### src/pkg/dsw_pkg.sv
// Shared constants and carriers for the drive status word one block.
// Assumes a single 40 MHz clock and indications produced on that clock.
package dsw_pkg;

  // Word geometry
  localparam int unsigned WORD_W = 16;

  // Bit positions within the status word
  localparam int unsigned BIT_RDY_ON = 0;
  localparam int unsigned BIT_RDY_OPER = 1;
  localparam int unsigned BIT_RUN = 2;
  localparam int unsigned BIT_FAULT = 3;
  localparam int unsigned BIT_NO_COAST_STOP = 4;
  localparam int unsigned BIT_NO_QUICK_STOP = 5;
  localparam int unsigned BIT_ON_INHIBIT = 6;
  localparam int unsigned BIT_WARNING = 7;
  localparam int unsigned BIT_NO_DEVIATION = 8;
  localparam int unsigned BIT_PD_CONTROL = 9;
  localparam int unsigned BIT_COMP_REACHED = 10;
  localparam int unsigned BIT_UNDERVOLT = 11;
  localparam int unsigned BIT_MAIN_CONTACTOR = 12;
  localparam int unsigned BIT_RAMP_ACTIVE = 13;
  localparam int unsigned BIT_SETP_POSITIVE = 14;
  localparam int unsigned BIT_LINE_DIP_BUF = 15;

  // Reset values: only the process data control bit is set in the word, and only it is clear in the complement
  localparam logic [WORD_W-1:0] WORD_RESET = 16'h0200;
  localparam logic [WORD_W-1:0] COMP_RESET = 16'hfdff;

  // Raw indications from sequence control, messages, faults, ramp, buffering
  typedef struct packed {
    logic line_dip_buffering;
    logic setpoint_positive;
    logic ramp_active;
    logic main_contactor_req;
    logic undervoltage_fault;
    logic compare_reached;
    logic deviation;
    logic warning;
    logic switch_on_inhibit;
    logic quick_stop_active;
    logic coast_stop_active;
    logic fault_active;
    logic running;
    logic ready_for_operation;
    logic ready_to_switch_on;
  } dsw_ind_t;

  // Read answer on the process data channel
  typedef struct packed {
    logic valid;
    logic [WORD_W-1:0] data;
  } dsw_pd_rsp_t;

  // Whole state of the top module
  typedef struct packed {
    logic [WORD_W-1:0] word;
    dsw_pd_rsp_t rsp;
  } dsw_state_t;

endpackage : dsw_pkg

### src/rtl/dsw_pair_reg.sv
// Registered true/complement pair for each bit of a status word.
// Assumes the word input is already on the same clock domain.
`timescale 1ns/10ps
module dsw_pair_reg #(
  parameter int unsigned WIDTH = dsw_pkg::WORD_W,
  parameter logic [WIDTH-1:0] TRUE_RESET = dsw_pkg::WORD_RESET
) (
  // Clock and reset
  input wire logic ref_clk_i,
  input wire logic srst_i,
  // Next word value
  input wire logic [WIDTH-1:0] word_i,
  // Pair outputs
  output logic [WIDTH-1:0] true_o,
  output logic [WIDTH-1:0] comp_o
);

  typedef struct packed {
    logic [WIDTH-1:0] t;
    logic [WIDTH-1:0] c;
  } dsw_pair_state_t;

  dsw_pair_state_t state_reg;
  dsw_pair_state_t state_next;

  always_comb begin
    state_next = state_reg;
    for (int i = 0; i < int'(WIDTH); i++) begin
      state_next.t[i] = word_i[i];
      state_next.c[i] = ~word_i[i];
    end
  end

  always_ff @(posedge ref_clk_i) begin
    if (srst_i) begin
      state_reg.t <= TRUE_RESET;
      state_reg.c <= ~TRUE_RESET;
    end else begin
      state_reg <= state_next;
    end
  end

  // Each output bit is a single flop, handy for routing to other functions
  for (genvar g = 0; g < WIDTH; g++) begin : g_bit
    assign true_o[g] = state_reg.t[g];
    assign comp_o[g] = state_reg.c[g];
  end

endmodule : dsw_pair_reg

### src/rtl/dsw_status_word.sv
// Drive status word one: gathers drive indications into a 16-bit word.
// Assumes all indications come from logic on ref_clk_i, so no synchroniser.
//
// Functional notes
// - Bit 0 is 1 when ready to switch on, else 0.
// - Bit 1 is 1 when DC link charged, pulses blocked, else 0.
// - Bit 2 is 1 while running with output voltage, 0 when blocked.
// - Bit 3 is 1 while a fault is active, 0 without fault.
// - Bit 6 is 1 while switch-on inhibit is in force.
// - Bit 8 is 1 when no setpoint/actual deviation is detected.
// - Bit 9 is always 1: process data control requested.
// - Bit 10 is 1 when the comparison value is reached.
// - Bit 11 is 1 while an undervoltage fault is present.
// - Bit 12 is 1 while main contactor energize is requested.
// - Bit 13 is 1 while the setpoint ramp generator is ramping.
// - Bit 14 is 1 for positive setpoint, 0 for negative.
// - Bit 15 is 1 while line dip buffering is active.
`timescale 1ns/10ps
module dsw_status_word (
  // Clock and reset
  input wire logic ref_clk_i,
  input wire logic srst_i,
  // Indications from the drive functions
  input wire dsw_pkg::dsw_ind_t ind_i,
  // Process data channel read request
  input wire logic pd_rd_i,
  // Status word as seen on the connector and the local operator panel
  output logic [dsw_pkg::WORD_W-1:0] drive_status_word_one_o,
  // Process data channel answer
  output dsw_pkg::dsw_pd_rsp_t pd_rsp_o,
  // Binary pairs for routing
  output logic [dsw_pkg::WORD_W-1:0] bit_true_o,
  output logic [dsw_pkg::WORD_W-1:0] bit_comp_o
);

  dsw_pkg::dsw_state_t state_reg;
  dsw_pkg::dsw_state_t state_next;

  // Sequence control group
  function automatic logic [dsw_pkg::WORD_W-1:0] seq_bits(
    input dsw_pkg::dsw_ind_t ind
  );
    logic [dsw_pkg::WORD_W-1:0] w;
    w = '0;
    w[dsw_pkg::BIT_RDY_ON] = ind.ready_to_switch_on;
    w[dsw_pkg::BIT_RDY_OPER] = ind.ready_for_operation;
    w[dsw_pkg::BIT_RUN] = ind.running;
    w[dsw_pkg::BIT_FAULT] = ind.fault_active;
    // Stop bits read 1 when the stop is not active
    w[dsw_pkg::BIT_NO_COAST_STOP] = ~ind.coast_stop_active;
    w[dsw_pkg::BIT_NO_QUICK_STOP] = ~ind.quick_stop_active;
    w[dsw_pkg::BIT_ON_INHIBIT] = ind.switch_on_inhibit;
    // Held high; the controller always owns the drive
    w[dsw_pkg::BIT_PD_CONTROL] = 1'b1;
    w[dsw_pkg::BIT_MAIN_CONTACTOR] = ind.main_contactor_req;
    return w;
  endfunction : seq_bits

  // Alarm and fault processing group
  function automatic logic [dsw_pkg::WORD_W-1:0] alarm_bits(
    input dsw_pkg::dsw_ind_t ind
  );
    logic [dsw_pkg::WORD_W-1:0] w;
    w = '0;
    w[dsw_pkg::BIT_WARNING] = ind.warning;
    w[dsw_pkg::BIT_UNDERVOLT] = ind.undervoltage_fault;
    return w;
  endfunction : alarm_bits

  // Message group; deviation inverted so 1 means on track
  function automatic logic [dsw_pkg::WORD_W-1:0] msg_bits(
    input dsw_pkg::dsw_ind_t ind
  );
    logic [dsw_pkg::WORD_W-1:0] w;
    w = '0;
    w[dsw_pkg::BIT_NO_DEVIATION] = ~ind.deviation;
    w[dsw_pkg::BIT_COMP_REACHED] = ind.compare_reached;
    w[dsw_pkg::BIT_SETP_POSITIVE] = ind.setpoint_positive;
    return w;
  endfunction : msg_bits

  // Setpoint ramp and line dip buffering group
  function automatic logic [dsw_pkg::WORD_W-1:0] ramp_buf_bits(
    input dsw_pkg::dsw_ind_t ind
  );
    logic [dsw_pkg::WORD_W-1:0] w;
    w = '0;
    w[dsw_pkg::BIT_RAMP_ACTIVE] = ind.ramp_active;
    w[dsw_pkg::BIT_LINE_DIP_BUF] = ind.line_dip_buffering;
    return w;
  endfunction : ramp_buf_bits

  // Groups own disjoint bits, so an OR merges them without overlap
  function automatic logic [dsw_pkg::WORD_W-1:0] pack_word(
    input dsw_pkg::dsw_ind_t ind
  );
    return seq_bits(ind) | alarm_bits(ind) | msg_bits(ind) |
      ramp_buf_bits(ind);
  endfunction : pack_word

  always_comb begin
    state_next = state_reg;
    // One cycle of latency keeps every output straight from a flop
    state_next.word = pack_word(ind_i);
    state_next.rsp.valid = pd_rd_i;
    // A read answers with the word taken at the same edge as the request
    if (pd_rd_i) begin
      state_next.rsp.data = pack_word(ind_i);
    end
  end

  always_ff @(posedge ref_clk_i) begin
    if (srst_i) begin
      state_reg.word <= dsw_pkg::WORD_RESET;
      state_reg.rsp.valid <= 1'b0;
      state_reg.rsp.data <= dsw_pkg::WORD_RESET;
    end else begin
      state_reg <= state_next;
    end
  end

  assign drive_status_word_one_o = state_reg.word;
  assign pd_rsp_o = state_reg.rsp;

  // Pairs track the word edge for edge since both take the next value
  dsw_pair_reg #(
    .WIDTH(dsw_pkg::WORD_W),
    .TRUE_RESET(dsw_pkg::WORD_RESET)
  ) u_pair (
    .ref_clk_i(ref_clk_i),
    .srst_i(srst_i),
    .word_i(state_next.word),
    .true_o(bit_true_o),
    .comp_o(bit_comp_o)
  );

endmodule : dsw_status_word

### config.mk
export PLATFORM = sky130hd
export DESIGN_NAME = dsw_status_word
export DESIGN_NICKNAME = d
export VERILOG_FILES = /design/src/pkg/dsw_pkg.sv /design/src/rtl/dsw_pair_reg.sv /design/src/rtl/dsw_status_word.sv
export SDC_FILE = /design/constraint.sdc
export NUM_CORES = 1
export LEC_CHECK = 0
export BUFFER_PORTS_ARGS = -buffer_cell sky130_fd_sc_hd__buf_2
export CAP_MARGIN = 20
export CORE_MARGIN = 2
export CORE_UTILIZATION = 27
export DETAILED_ROUTE_END_ITERATION = 7
export GPL_ROUTABILITY_DRIVEN = 0
export MAX_ROUTING_LAYER = met4
export PLACE_DENSITY = 0.6
export SLEW_MARGIN = 10
export SYNTH_ARGS = -nofsm -noshare
export SYNTH_HDL_FRONTEND = slang
export SYNTH_SLANG_ARGS = --single-unit
### constraint.sdc
create_clock -name ref_clk_i -period 1.2 [get_ports ref_clk_i]
set_clock_uncertainty 0.2 [all_clocks]
set_input_delay 0.12 -clock ref_clk_i [delete_from_list [all_inputs] [get_ports ref_clk_i]]
set_output_delay 0.12 -clock ref_clk_i [all_outputs]
set_load 0.01 [all_outputs]
==> metrics.md <==
| Metric | Value |
|---|---|
| Via count | a little over 1000 |
| Setup Fix Bufs, Post-CTS | 0 |
| Layout cells sized above 1 | 0.4159 |
| Crit path kind | reg2out |
| Critical Path End Type | primary output |
| GRT Overall Usage | 0.09832 |
| Area grow syn2layout | 38.72% |
| DIE WIDTH | ~80 um |
| Hold Vio Cnt, Final | 0 |
| Clk_lat worst skew | a little under 300 ps |
| Synth Area per Inst | around 11 um2 |
| 1st-iter DRT viols | 11 |
| Post-detail-place hpwl | approximately 1.9 mm |
| Crit Path Max Fanout | 2 |
| H-tree depth | 2 |
| #FFs+latches synth | between 40 and 50 |
| Achievable Freq | just over 900 MHz |
| WP buf/inv | 1 |
| Final setup vio count | 0 |
| Reg2Reg Depth | 2 |
| Most common cell after layout, fill and taps aside | buf_2 |
| MaxCap Viol Count | 0 |
| Chip height | between 70 and 80 um |
| GRT overflow | 0 |
| Fin nets | around 230 |
| Antenna Nets Post-Route | 0 |
| Cell Area, Synth | 0.001480 mm2 |
| PD cells | approximately 1400 mW/mm2 |
| Hold_sp | srst_i |
| PnR Total Power | between 2 and 3 mW |
| Top delay family on crit path | flip-flops |
| Vias in the first global route | between 900 and 1000 |
| Worst Setup Start Kind | flop |
| Reg-to-reg startpoint | pd_rsp_o[4]$_SDFFE_PP0P_ |
| Num CTS Buffers | 5 |
| R2r setup slk | 370 ps |
| Worst Hold Path EP | pd_rsp_o[4]$_SDFFE_PP0P_ |
| Yosys warning count | 0 |
| Sequential fraction of the synthesis area | 0.6221 |
| Remaining DRCs | 0 |
| Leak Pwr | approximately 1.1 nW |
| Clock-pin slew reported for the worst setup and hold paths after clock tree synthesis | approximately 80 ps |
| Total core area | ~0.0052 mm2 |
| CP required | a little under 900 ps |
| Max IR drop VDD | approximately 480 uV |
| Final wirelength | 2.733 mm |
| RR Endpoint | pd_rsp_o[4]$_SDFFE_PP0P_ |
| Cell Rows | 26 |
| Unrepaired setup endpoints after global routing | no |
| TritonCTS Sinks | 46 |
| Initial antenna violation count | 0 |
| Crit-path slowest cell | dfxtp_1 |
| Hold depth | 3 |
| WL/cell | a little under 10 um |
| Final Max Slew Viols | 0 |
| Syn Inst Count | between 100 and 150 |
| Period Utilization, post-route | 0.9056 |
| Status | complete, no violations |
| Crit path cell chain | buf_2 |
| First-pass DRT Iterations | 4 |
| Netlist cell types | 13 |
| Worst Hold Class | in2reg |
| CTS tree | done |
| Min Clock Period, post-route | approximately 1100 ps |
| Worst Path Arrival | around 770 ps |
| Root buf cell | clkbuf_8 |
| Max stage delay on crit path | roughly 340 ps |
| Vias per cell | around 3.6 |
| Setup_tns | 0 ps |
| First-pass GRT wire length | approximately 4.5 mm |
| I/O pins | 83 |
| Bufs on Longest Clock Path | 2 |
| PortBufs | a little under 80 |
| Pin count of the biggest net entering global routing | 32 |
| N_diodes | 0 |
| Most frequent cells in the layout | 78 x buf_2, 46 x dfxtp_1, 18 x nor2_1 |
| Die Area | 0.006090 mm2 |
| Initial Util | 0.2844 |
-- what timing repair did --
item / 4_1_cts / 5_1_grt
endpoints found under the hold margin: 45 / 0
gates resized for setup: 0 / 0
hold buffers: 15 / 0
-- final cells by class --
class / instances / area, um2
timing repair buffer: 95 / 580.6
inverter: 15 / 56.30
fill: 538 / 3152
multi-input combinational: 50 / 316.6
sequential: 46 / 920.9
tap: 70 / 87.58
clock inverter: 1 / 5.005
clock buffer: 7 / 86.33
-- where the power goes --
| part | switching, mW | internal (mW) | total (mW) |
|---|---|---|---|
| combinational | 0.186 | 0.182 | 0.368 |
| sequential | 0.0287 | 1.61 | 1.64 |
| clock | 0.473 | 0.464 | 0.937 |
-- worst max path at each step --
stage	startpoint	cells past startpoint	end	slack [ps]
after floorplan	pd_rd_i	4	pd_rsp_o[12]$_SDFFE_PP0P_	290
after global placement	pd_rd_i	4	pd_rsp_o[0]$_SDFFE_PP0P_	240
after detailed placement	pd_rd_i	4	pd_rsp_o[2]$_SDFFE_PP0P_	230
after CTS	u_pair.true_o[8]$_SDFF_PP0_	1	drive_status_word_one_o[8]	100
after global routing	pd_rsp_o[13]$_SDFFE_PP0P_	1	pd_rsp_o[13]	60
final	pd_rsp_o[15]$_SDFFE_PP0P_	1	pd_rsp_o[15]	110
-- state kept, by name (all words and copies together), names as in the netlist --
| signal | count |
|---|---|
| pd_rsp_o | 16 |
| u_pair.comp_o | 15 |
| u_pair.true_o | 15 |
-- per-stage QoR --
step	setup WS (ps)	instances	utilization	hold WS, ps	instance area [um2]
finish	113.2	284	0.3945	11.53	2053
global route	64.59	284	0.3945	7.145	2053
CTS	99.64	284	0.3945	6.866	2053
detailed placement	225.1	261	0.3481	108.0	1812
global placement	240.9	261	0.3481	110.1	1812
floorplan	291.0	135	-	-1.994	1488
-- logic make-up (layout without fill, tap and decap cells) --
family	after synthesis	in the layout	share of synthesized area
AND/OR/NAND/NOR	31	31	0.1006
buffers and inverters	39	118	0.1691
flip-flops	46	46	0.6221
multiplexers	12	12	0.08115
AO/OA/AOI/OAI	3	3	0.02198
other	2	4	0.005074
-- per-layer routing --
metal	vias to the layer above	GRT usage	wire length, um
met5	-	-	0
met4	0	0.04912	56
met3	6	0.03448	223
met2	43	0.1672	1402
met1	445	0.1009	1051
li1	540	-	-
-- cells in the mapped netlist --
library cell  count  area share
buf_2             1      0.0034
nor2b_1          11       0.046
dfxtp_1          46        0.62
nor2_1           18       0.046
mux2i_1          12       0.081
nand2b_1          2      0.0085
inv_1            15       0.038
a211oi_2          2       0.017
buf_4            21        0.11
buf_12            1       0.014
a211oi_1          1      0.0051
buf_6             1      0.0076
conb_1            2      0.0051
Power figures use the tool's default switching activity.
